[config.mk]
export PLATFORM = sky130hd
export DESIGN_NAME = deio_top
export DESIGN_NICKNAME = d
export VERILOG_FILES = /design/src/rtl/deio_pkg.sv /design/src/rtl/deio_top.sv
export SDC_FILE = /design/constraint.sdc
export NUM_CORES = 1
export LEC_CHECK = 0
export BUFFER_PORTS_ARGS = -buffer_cell sky130_fd_sc_hd__buf_2
export CORE_MARGIN = 2
export CORE_UTILIZATION = 50
export DETAILED_ROUTE_END_ITERATION = 12
export GPL_TIMING_DRIVEN = 0
export PLACE_DENSITY_LB_ADDON = 0.05
export SLEW_MARGIN = 20
export SYNTH_ARGS = -nofsm -noshare
export SYNTH_HDL_FRONTEND = slang
export SYNTH_SLANG_ARGS = --single-unit
[constraint.sdc]
create_clock -name mclk -period 3 [get_ports mclk]
set_input_delay 0.15 -clock mclk [delete_from_list [all_inputs] [get_ports mclk]]
set_output_delay 0.15 -clock mclk [all_outputs]
set_load 0.1 [all_outputs]
[src/rtl/deio_pkg.sv]
package deio_pkg;

  // Register indices; byte address is four times the index
  localparam logic [8:0] DEIO_IDX_LOOP1_EN = 9'h095;
  localparam logic [8:0] DEIO_IDX_LOOP2_EN = 9'h096;
  localparam logic [8:0] DEIO_IDX_LOOP3_EN = 9'h097;
  localparam logic [8:0] DEIO_IDX_PIN_SETUP = 9'h0a4;
  localparam logic [8:0] DEIO_IDX_PIN_GATE = 9'h0f0;
  localparam logic [8:0] DEIO_IDX_LOOP_RAW = 9'h0f1;
  localparam logic [8:0] DEIO_IDX_LOOP_ACTIVE = 9'h184;

  // Values after reset
  localparam logic [7:0] DEIO_RST_LOOP_EN = 8'h00;
  localparam logic [7:0] DEIO_RST_PIN_SETUP = 8'h00;
  localparam logic [7:0] DEIO_RST_PIN_GATE = 8'h0e;
  localparam logic [7:0] DEIO_RST_ACTIVE = 8'h00;

  // Pin setup field positions
  localparam int DEIO_PIN_LEVEL = 0;
  localparam int DEIO_PIN_ACT_HIGH = 1;
  localparam int DEIO_PIN_HIGH_Z = 2;
  localparam logic [7:0] DEIO_PIN_SETUP_BITS = 8'h07;

  // Loop event enable field positions; bits 4..2 reserved
  localparam int DEIO_LOCK_LOSS = 0;
  localparam int DEIO_HOLDOVER_MASK = 1;
  localparam int DEIO_RANGE_LIMIT = 5;
  localparam int DEIO_PHASE_MEM_LIMIT = 6;
  localparam int DEIO_PHASE_SLOPE_LIMIT = 7;
  localparam logic [7:0] DEIO_LOOP_BITS = 8'he3;

  // Sticky bit positions for loops 1..3
  localparam int DEIO_ACT_LOOP1 = 1;
  localparam int DEIO_ACT_LOOP2 = 2;
  localparam int DEIO_ACT_LOOP3 = 3;
  localparam logic [7:0] DEIO_ACT_BITS = 8'h0e;

  // Edge mode pulse width
  localparam int DEIO_CLK_MHZ = 250;
  localparam int DEIO_PULSE_NS = 100;
  localparam int DEIO_PULSE_CYC = (DEIO_PULSE_NS * DEIO_CLK_MHZ + 999) / 1000;
  localparam logic [7:0] DEIO_PULSE_LAST = 8'(DEIO_PULSE_CYC - 1);

  // Pin sequencer
  typedef enum logic [2:0] {
    DEIO_PIN_IDLE = 3'b001,
    DEIO_PIN_PULSE = 3'b010,
    DEIO_PIN_WAIT_ACK = 3'b100
  } deio_pin_state_t;

endpackage

[src/rtl/deio_top.sv]
`timescale 1ns/1ps

// Behaviour
// - Pin setup bit 2 at 0 drives the pin at its idle level, at 1 releases it while idle.
// - Pin setup bit 1 at 0 makes the pin idle high and active low, at 1 active high.
// - With setup bit 0 at 0 each interrupt is one short pulse, and a new one waits for ack.
// - With setup bit 0 at 1 the pin stays active until the host clears the sticky bits.
// - A status change in either direction counts as an event in both pin modes.
// - Loops 1 to 3 each own an event enable register with bits 7, 6, 5, 1 and 0 in use.
// - An enabled status change sets the loop sticky bit, and raises the pin if that bit's pin gate bit is set.
// - A disabled status change neither sets the sticky bit nor touches the pin.
module deio_top import deio_pkg::*; (
  // Clock, reset and clock enable
  input wire logic mclk,
  input wire logic rst,
  input wire logic ce,
  // Avalon-MM slave
  input wire logic [10:0] avs_address,
  input wire logic avs_read,
  input wire logic avs_write,
  input wire logic [3:0] avs_byteenable,
  input wire logic [31:0] avs_writedata,
  output logic [31:0] avs_readdata,
  output logic avs_waitrequest,
  // Loop status from the monitors, same clock domain
  input wire logic [7:0] loop1_status,
  input wire logic [7:0] loop2_status,
  input wire logic [7:0] loop3_status,
  // Interrupt pin, output enable low while driving
  output logic irq_pin_out,
  output logic irq_pin_oe_n,
  // Internal level interrupt
  output logic irq
);

  // Any enabled bit that changed since the last cycle
  function automatic logic loop_event(input logic [7:0] cur, input logic [7:0] prev,
                                      input logic [7:0] en);
    loop_event = |((cur ^ prev) & en & DEIO_LOOP_BITS);
  endfunction

  // Write strobe for one register index
  function automatic logic reg_hit(input logic go, input logic [8:0] cur,
                                   input logic [8:0] at);
    reg_hit = go && (cur == at);
  endfunction

  // Low write byte with unused bits forced to zero
  function automatic logic [7:0] wr_field(input logic [31:0] data, input logic [7:0] keep);
    wr_field = data[7:0] & keep;
  endfunction

  logic [7:0] loop1_en_q;
  logic [7:0] loop2_en_q;
  logic [7:0] loop3_en_q;
  logic [7:0] pin_setup_q;
  logic [7:0] pin_gate_q;
  logic [7:0] active_q;
  logic [7:0] loop1_prev_q;
  logic [7:0] loop2_prev_q;
  logic [7:0] loop3_prev_q;
  logic [7:0] active_set;
  logic [7:0] active_clr;
  logic [7:0] rd_mux;
  logic [8:0] idx;
  logic take;
  logic wr_go;
  logic pending;
  logic pin_active;
  logic [7:0] pulse_cnt_q;
  deio_pin_state_t state_q;
  logic [31:0] avs_readdata_q;
  logic avs_waitrequest_q;
  logic irq_pin_out_q;
  logic irq_pin_oe_n_q;
  logic irq_q;

  // Bus decode
  assign idx = avs_address[10:2];
  assign take = (avs_read | avs_write) & avs_waitrequest_q;
  assign wr_go = avs_write & ~avs_waitrequest_q & avs_byteenable[0];

  // Read multiplexer; unmapped words read as zero
  always_comb begin
    rd_mux = 8'h00;
    unique case (idx)
      DEIO_IDX_LOOP1_EN: rd_mux = loop1_en_q;
      DEIO_IDX_LOOP2_EN: rd_mux = loop2_en_q;
      DEIO_IDX_LOOP3_EN: rd_mux = loop3_en_q;
      DEIO_IDX_PIN_SETUP: rd_mux = pin_setup_q;
      DEIO_IDX_PIN_GATE: rd_mux = pin_gate_q;
      DEIO_IDX_LOOP_RAW: rd_mux = loop1_status & DEIO_LOOP_BITS;
      DEIO_IDX_LOOP_ACTIVE: rd_mux = active_q;
      default: rd_mux = 8'h00;
    endcase
  end

  // One wait cycle per access, then high again
  always_ff @(posedge mclk) begin
    if (rst) begin
      avs_waitrequest_q <= 1'b1;
    end else if (ce) begin
      avs_waitrequest_q <= ~take;
    end
  end

  // Read data latched as the wait drops, held until the next access
  always_ff @(posedge mclk) begin
    if (rst) begin
      avs_readdata_q <= 32'h0000_0000;
    end else if (ce && take) begin
      avs_readdata_q <= {24'h00_0000, rd_mux};
    end
  end

  // Loop 1 event enable, reserved bits stay zero
  always_ff @(posedge mclk) begin
    if (rst) begin
      loop1_en_q <= DEIO_RST_LOOP_EN;
    end else if (ce && reg_hit(wr_go, idx, DEIO_IDX_LOOP1_EN)) begin
      loop1_en_q <= wr_field(avs_writedata, DEIO_LOOP_BITS);
    end
  end

  // Loop 2 event enable
  always_ff @(posedge mclk) begin
    if (rst) begin
      loop2_en_q <= DEIO_RST_LOOP_EN;
    end else if (ce && reg_hit(wr_go, idx, DEIO_IDX_LOOP2_EN)) begin
      loop2_en_q <= wr_field(avs_writedata, DEIO_LOOP_BITS);
    end
  end

  // Loop 3 event enable
  always_ff @(posedge mclk) begin
    if (rst) begin
      loop3_en_q <= DEIO_RST_LOOP_EN;
    end else if (ce && reg_hit(wr_go, idx, DEIO_IDX_LOOP3_EN)) begin
      loop3_en_q <= wr_field(avs_writedata, DEIO_LOOP_BITS);
    end
  end

  // Pin setup, only the three mode bits kept
  always_ff @(posedge mclk) begin
    if (rst) begin
      pin_setup_q <= DEIO_RST_PIN_SETUP;
    end else if (ce && reg_hit(wr_go, idx, DEIO_IDX_PIN_SETUP)) begin
      pin_setup_q <= wr_field(avs_writedata, DEIO_PIN_SETUP_BITS);
    end
  end

  // Pin gate; a cleared bit keeps its sticky bit off the pin
  always_ff @(posedge mclk) begin
    if (rst) begin
      pin_gate_q <= DEIO_RST_PIN_GATE;
    end else if (ce && reg_hit(wr_go, idx, DEIO_IDX_PIN_GATE)) begin
      pin_gate_q <= wr_field(avs_writedata, DEIO_ACT_BITS);
    end
  end

  // Previous loop 1 status, so both edges of every bit are seen
  always_ff @(posedge mclk) begin
    if (rst) begin
      loop1_prev_q <= 8'h00;
    end else if (ce) begin
      loop1_prev_q <= loop1_status;
    end
  end

  // Previous loop 2 status
  always_ff @(posedge mclk) begin
    if (rst) begin
      loop2_prev_q <= 8'h00;
    end else if (ce) begin
      loop2_prev_q <= loop2_status;
    end
  end

  // Previous loop 3 status
  always_ff @(posedge mclk) begin
    if (rst) begin
      loop3_prev_q <= 8'h00;
    end else if (ce) begin
      loop3_prev_q <= loop3_status;
    end
  end

  // Per-loop event; disabled bits are masked out inside loop_event
  always_comb begin
    active_set = 8'h00;
    active_set[DEIO_ACT_LOOP1] = loop_event(loop1_status, loop1_prev_q, loop1_en_q);
    active_set[DEIO_ACT_LOOP2] = loop_event(loop2_status, loop2_prev_q, loop2_en_q);
    active_set[DEIO_ACT_LOOP3] = loop_event(loop3_status, loop3_prev_q, loop3_en_q);
  end

  // Write one to clear, only on the access edge
  always_comb begin
    active_clr = 8'h00;
    if (wr_go && idx == DEIO_IDX_LOOP_ACTIVE) begin
      active_clr = avs_writedata[7:0] & DEIO_ACT_BITS;
    end
  end

  // Sticky bits; a new event outranks a clear in the same cycle
  always_ff @(posedge mclk) begin
    if (rst) begin
      active_q <= DEIO_RST_ACTIVE;
    end else if (ce) begin
      active_q <= (active_q & ~active_clr) | active_set;
    end
  end

  // Pending while any gated sticky bit stands
  assign pending = |(active_q & pin_gate_q);

  // Pin sequencer: pulse or hold, then wait for the host to clear
  always_ff @(posedge mclk) begin
    if (rst) begin
      state_q <= DEIO_PIN_IDLE;
    end else if (ce) begin
      unique case (state_q)
        DEIO_PIN_IDLE: begin
          if (pending) begin
            if (pin_setup_q[DEIO_PIN_LEVEL]) begin
              state_q <= DEIO_PIN_WAIT_ACK;
            end else begin
              state_q <= DEIO_PIN_PULSE;
            end
          end
        end
        DEIO_PIN_PULSE: begin
          if (pulse_cnt_q == 8'h00) begin
            state_q <= DEIO_PIN_WAIT_ACK;
          end
        end
        DEIO_PIN_WAIT_ACK: begin
          // No new interrupt until every gated bit is cleared
          if (!pending) begin
            state_q <= DEIO_PIN_IDLE;
          end
        end
      endcase
    end
  end

  // Pulse width counter; loaded on the way into the pulse
  always_ff @(posedge mclk) begin
    if (rst) begin
      pulse_cnt_q <= 8'h00;
    end else if (ce) begin
      if (state_q == DEIO_PIN_IDLE && pending &&
          !pin_setup_q[DEIO_PIN_LEVEL]) begin
        pulse_cnt_q <= DEIO_PULSE_LAST;
      end else if (state_q == DEIO_PIN_PULSE && pulse_cnt_q != 8'h00) begin
        pulse_cnt_q <= pulse_cnt_q - 8'h01;
      end
    end
  end

  // Active in the pulse, or through the wait in level mode
  assign pin_active = (state_q == DEIO_PIN_PULSE) ||
                      (state_q == DEIO_PIN_WAIT_ACK && pin_setup_q[DEIO_PIN_LEVEL]);

  // Pin value; registered so the pad never sees decode glitches
  always_ff @(posedge mclk) begin
    if (rst) begin
      irq_pin_out_q <= 1'b1;
    end else if (ce) begin
      if (pin_active) begin
        irq_pin_out_q <= pin_setup_q[DEIO_PIN_ACT_HIGH];
      end else begin
        irq_pin_out_q <= ~pin_setup_q[DEIO_PIN_ACT_HIGH];
      end
    end
  end

  // Pin enable; an active pin is always driven, whatever the idle style
  always_ff @(posedge mclk) begin
    if (rst) begin
      irq_pin_oe_n_q <= 1'b0;
    end else if (ce) begin
      irq_pin_oe_n_q <= ~pin_active & pin_setup_q[DEIO_PIN_HIGH_Z];
    end
  end

  // Level interrupt for on-chip use, follows pending
  always_ff @(posedge mclk) begin
    if (rst) begin
      irq_q <= 1'b0;
    end else if (ce) begin
      irq_q <= pending;
    end
  end

  assign avs_readdata = avs_readdata_q;
  assign avs_waitrequest = avs_waitrequest_q;
  assign irq_pin_out = irq_pin_out_q;
  assign irq_pin_oe_n = irq_pin_oe_n_q;
  assign irq = irq_q;

endmodule // deio_top

==> results of run 1 <==
==> routing by layer <==
layer / vias up / part of all wire / wire length, um
met5: - / 0 / 0
met4: 0 / 0.019 / 148
met3: 13 / 0.054 / 418
met2: 82 / 0.50 / 3801
met1: 1274 / 0.43 / 3306
li1: 1385 / - / -
==> cells in the mapped netlist, drive strengths merged, types with 6 or more instances <==
master,n
dfxtp,61
nor2,52
buf,32
mux2i,29
nand2,25
xor2,22
a21oi,16
a22oi,16
nand3,11
clkbuf,9
nor2b,8
mux2,6
==> power groups by stage <==
stage	sequential [mW]	clock [mW]	combinational (mW)
2_1_floorplan	0.866	0	0.238
3_3_place_gp	0.851	0	0.315
3_5_place_dp	0.852	0	0.317
4_1_cts	0.834	0.682	0.318
5_1_grt	0.835	0.717	0.339
6_report	0.834	0.671	0.319
==> cells by family after synthesis <==
logic type                 count (synthesis)
AOI/OAI and AO/OA                         67
other                                      1
DFF                                       61
buffers and inverters                     46
muxes                                     35
and+or+nand+nor                          127
xor gates and xnor gates                  22
adders and majority gates                  2
==> cell type report <==
class                      count  area, um2  area share
inverter                       5      18.77    0.004899
timing repair buffer          46      230.2     0.06009
multi-input combinational    278       1829      0.4775
buffer                        41      257.7     0.06728
sequential                    61       1221      0.3187
clock inverter                 1      5.005    0.001306
tap                           77      96.34     0.02515
clock buffer                  14      172.7     0.04507
==> worst min-delay path by stage <==
stage,to,slack [ns],start
6_report,pin_gate_q[3],0.05,avs_writedata[3]
5_1_grt,pin_gate_q[3],0.07,avs_writedata[3]
4_1_cts,pin_gate_q[3],0.04,avs_writedata[3]
3_5_place_dp,pin_gate_q[3],0.39,avs_writedata[3]
3_3_place_gp,pin_gate_q[3],0.39,avs_writedata[3]
2_1_floorplan,pin_gate_q[1],0.27,avs_writedata[1]
==> flip-flops by register name, indices dropped and copies added, names as in the netlist <==
name	flops
irq_pin_out	1
loop3_prev_q	5
pulse_cnt_q	8
pin_setup_q	3
active_q	3
pin_gate_q	3
loop1_prev_q	5
avs_waitrequest	1
loop3_en_q	5
avs_readdata	7
loop2_prev_q	5
irq	1
irq_pin_oe_n	1
state_q	3
loop2_en_q	5
loop1_en_q	5
==> cell usage in the layout, fill, tap and decap left out, drive strengths merged, types with 3 or more instances in the layout <==
cell type | synthesis | layout
buf | 32 | 78
dfxtp | 61 | 61
nor2 | 52 | 52
mux2i | 29 | 29
nand2 | 25 | 25
conb | 1 | 25
clkbuf | 9 | 23
xor2 | 22 | 22
a21oi | 16 | 16
a22oi | 16 | 16
nand3 | 11 | 11
nor2b | 8 | 8
mux2 | 6 | 6
nand2b | 5 | 5
a211o | 5 | 5
o2bb2ai | 5 | 5
nor3 | 5 | 5
inv | 4 | 4
a222oi | 4 | 4
a211oi | 4 | 4
o21ai | 4 | 4
nor3b | 3 | 3
nand3b | 3 | 3
a21bo | 3 | 3
o211ai | 3 | 3
==> metrics.cfg, run 1 <==
[status]
status=completed

[worst_setup_path]
startpoint_type=flop
r2r-start=active_q[3]
reg2reg_slack_ns=1.03
slowest_stage=a222oi_1
worstPathCellList=a222oi_1 -> nand4b_1 -> nand2_1 -> mux2_2 -> nor2_1
crit_arrival_ns=2.26
cp_num_cells=5
crit_fanout=7
worstSetupEndpointType=flop
crit_family=compound AO/OA/AOI/OAI gates
cp.required_ns=3.29
r2r_end=pulse_cnt_q[0]
crit_buf_inv=0
cpPeakStageDelay_ns=0.86
r2r_cells=5
cp-endpoint=pulse_cnt_q[0]
cp-startpoint=active_q[3]
critPathKind=flop to flop

[synthesis]
synth-edff-count=0
synth_fa_ha_area_frac=0.007731
synth_xor_xnor_area_share=0.05953
synth_top_family_by_area=simple AND/OR/NAND/NOR gates
synth_warnings=0
synth_ff_type=dfxtp_1
yosysTopAreaCell=dfxtp_1
synth-seq-area-share=0.3773
synth_compound_area_frac=0.1562
synth.distinct_cells=53
netlist_area_mm2=0.003237
synth.ff_latch_count=61
async_reset_ff_frac=0
synthCells=361
synthMuxAreaShare=0.1106
yosys.area_share.simple=0.2022
postSynthAreaPerCell_um2=8.966
netlist_top_cells_area=dfxtp_1 38%, mux2i_1 9.0%, nor2_1 6.0%
synth_top_area_frac=0.3773

[finish]
drive_above_1_share=0.2354
fin_area_mm2=0.003831
final_nets=520
area_growth_pct=18.36
nFillCells=604
instances_no_fill=523
fin_util=0.6068
diodes=0

[placement]
place_area_mm2=0.003654
hpwl_um=5729
dp_slack_ns=1.074
gp_congestion=0.8871
port_buffers=46
dpl.cell_count=508

[clock_network]
cts_sinks=61
cts_buffer_depth=2
post-cts-setup-buffer-count=0
hold_buffers=0
insertion_delay_ns=0.35
numCtsBuffers=9
cts_tree=built
h-tree-depth=3
cts_resized=0
root_buffer=clkbuf_8
clkSlewWorstSetupHoldPaths_ns=0.07

[timing]
worstMarginPinSlew_ns=0.9634
fin_skew_ns=0.008713
timing.hold.ws_ns=0.05419
period_share=0.6565
slew_headroom=0.3577
worst_slack_ns=1.030
rsz0062_at_grt=no
setup_tns_ns=0
setup_viol=0
final_max_slew_viol_count=0
fin_crit_ns=1.970
finalHoldViolations=0
fmax_mhz=507.7

[pwr]
p_leak_nw=1.680
pwr-share-comb=0.175
peakVddDrop_mv=0.3484
total_power_mw=1.824
p_per_area_mw_per_mm2=476.0
switching_share=0.3066
p_clk_frac=0.368
intPower_mw=1.264
p_switching_uw=559.1
power_frac_seq=0.457

[flow_run]
maxCapViolCount=0

[floorplanning]
rows=29
initial_core_util=0.5127
die_area_mm2=0.007133
pin_count=112
fp.dieW_um=84.46
core_mm2=0.006314
die_h_um=84.46

[routing]
drc=0
drt-total-wl_um=7675
viasPerCell=5.266
antenna_left=0
wl_per_cell_um=14.67
drtIter0Drc=113
vias=2754
drt-pass1-iter-count=4

[global_route]
grt.busiest_layer=met2
met1_usage=0.2812
grt_start_max_net_pins=11
grt_remaining_overflow=0
grt_pass1_wl_um=12950
grt_util_all_layers=0.2307
grt_antenna_before_repair=0
met3_usage=0.04228
grt_pass1_vias=2710
gr-usage-met2=0.3975

[worst_hold_path]
hold_depth=2
hold_path_class=primary input to flop

(Power assumes the default switching activity.)
==> run 2, diff against run 1 <==
CORE_UTILIZATION = 45   (was 50)
clock period = 1.7 ns   (was 3 ns; I/O delays follow)
==> run 2 against run 1 <==
  * Sequential share of layout area is 1.4 points lower
  * Combinational power is 77% higher
  * Utilization is 2.0 points lower
  * Clock power is 110% higher
  * Register-to-register slack worse by 0.98 ns
  * Power is 87% higher
  * Die area is 11% higher
  * Clock skew is 0.0015 ns higher
  * Routed wire length is 1.1% higher
  * Critical path depth is 2 higher
  * Final area is 5.2% higher
  * Largest cell class unchanged
==> metrics.cfg, run 2 (synthesis results as in run 1) <==
[pwr]
switching_share=0.3012
peakVddDrop_mv=0.4415
intPower_mw=2.389
pwr-share-comb=0.165
p_per_area_mw_per_mm2=848.5
total_power_mw=3.419
p_clk_frac=0.405
p_switching_mw=1.030
power_frac_seq=0.430
p_leak_nw=1.759

[finish]
drive_above_1_share=0.2791
regMostFlops=pulse_cnt_q
instances_no_fill=551
nFillCells=651
diodes=0
area_growth_pct=24.47
final_cell_mix=58 x dfxtp_1, 51 x nor2_1, 47 x buf_2
final_nets=528
largest_register_ffs=8
final_common_cell=dfxtp_1

[clock_network]
h-tree-depth=3
cts_sinks=61
numCtsBuffers=9
insertion_delay_ns=0.34
root_buffer=clkbuf_8
clkSlewWorstSetupHoldPaths_ns=0.07
cts_buffer_depth=2
cts_tree=built

[routing]
vias=2771
wl_met3_um=400
wl_per_cell_um=14.09
drt-total-wl_um=7763
viasPerCell=5.029
wl_met1_um=3747
drc=0
antenna_left=0
routed.top_layer=met4
drt-pass1-iter-count=4
dr_wl_met2_um=3563
drtIter0Drc=153

[floorplanning]
fp.dieW_um=88.81
rows=30
pin_count=112
die_area_mm2=0.007887
initial_core_util=0.4712
die_h_um=88.81
core_mm2=0.006869

[global_route]
grt_start_max_net_pins=11
grt_remaining_overflow=0
grt_antenna_before_repair=0
grt_pass1_vias=2542
grt_util_all_layers=0.2053
grt_pass1_wl_um=12300

[worst_setup_path]
cp.required_ns=1.97
cp-startpoint=pulse_cnt_q[1]
critPathKind=flop to flop
worstSetupEndpointType=flop
r2r_cells=7
cp_num_cells=7
worstPathCellList=inv_2 -> ha_4 -> nor3b_4 -> a2111oi_4 -> buf_6 -> mux2_4 -> nor2_1
cpPeakStageDelay_ns=0.35
crit_buf_inv=2
r2r-start=pulse_cnt_q[1]
crit_arrival_ns=1.92
crit_family=flip-flops
r2r_end=pulse_cnt_q[0]
crit_fanout=8
startpoint_type=flop
cp-endpoint=pulse_cnt_q[0]
slowest_stage=dfxtp_2
reg2reg_slack_ns=0.05

[timing]
worstMarginPinSlew_ns=0.7697
fmax_mhz=606.7
fin_crit_ns=1.648
slew_headroom=0.4869
timing.hold.ws_ns=0.006299
finalHoldViolations=0
final_max_slew_viol_count=0
fin_skew_ns=0.01020
rsz0062_at_grt=yes
period_share=0.9696
setup_viol=0

[placement]
dpl.cell_count=527
hpwl_um=5740
port_buffers=46
gp_congestion=0.7986

[worst_hold_path]
hold_path_class=primary input to flop

[flow_run]
maxCapViolCount=0

[status]
status=completed

-- run 2: cell count changes in the layout (fill, tap and decap cells not counted), moves of 2 or more --
cell	previous run	this run
buf_4	25	31
dfxtp_2	0	2
inv_1	4	2
inv_2	0	2
dfxtp_1	61	58
-- run 2: cell type report --
cell class	instances	area, um2	area share
tap	96	120.1	0.02981
clock buffer	13	168.9	0.04193
buffer	41	257.7	0.06398
multi-input combinational	278	1897	0.4708
clock inverter	3	42.54	0.01056
timing repair buffer	54	296.5	0.07360
sequential	61	1227	0.3047
inverter	5	18.77	0.004658
-- run 2: power by group through the flow --
stage | sequential (mW) | combinational (mW) | clock (mW)
floorplan | 1.53 | 0.419 | 0
global placement | 1.50 | 0.556 | 0
detailed placement | 1.50 | 0.558 | 0
CTS | 1.47 | 0.561 | 1.41
global route | 1.47 | 0.601 | 1.47
finish | 1.47 | 0.564 | 1.39
-- run 2: timing repair --
action | CTS | global route
endpoints found under the setup margin | 15 | 17
hold buffers | 1 | 0
gates resized for setup | 7 | 11
setup buffers | 6 | 1
pin swaps | 3 | 6
endpoints found under the hold margin | 1 | 0
-- run 2: per-layer routing --
metal  vias up  track usage
met1      1274       0.2715
li1       1409            -
met2        82       0.3331
met4         0      0.06198
met5         -            0
met3         6      0.04851
-- run 2: stage by stage --
step	setup WS, ns	setup TNS (ns)	utilization	instance area (um2)
floorplan	0.006539	0	-	3331
global placement	-0.2839	-2.510	0.5359	3681
detailed placement	-0.2932	-2.804	0.5359	3681
CTS	0.0005305	0	0.5783	3973
global route	-0.05453	-0.2473	0.5865	4029
finish	0.05164	0	0.5865	4029
-- run 2: tightest hold or removal path, delay by kind of cell --
kind	cells	cell delay, ns
simple gates	1	0.07
mux	1	0.06
buf+inv	1	0.09
-- run 2: worst min-delay path by stage --
stage / slack, ns / cells after the start / end / from
floorplan: 0.20 / 1 / pin_gate_q[1] / avs_writedata[1]
global placement: 0.30 / 2 / pin_gate_q[3] / avs_writedata[3]
detailed placement: 0.31 / 2 / pin_gate_q[3] / avs_writedata[3]
CTS: 0.0004 / 3 / loop3_prev_q[0] / loop3_status[0]
global route: 0.02 / 2 / pin_gate_q[2] / avs_writedata[2]
finish: 0.006 / 3 / loop2_prev_q[6] / loop2_status[6]
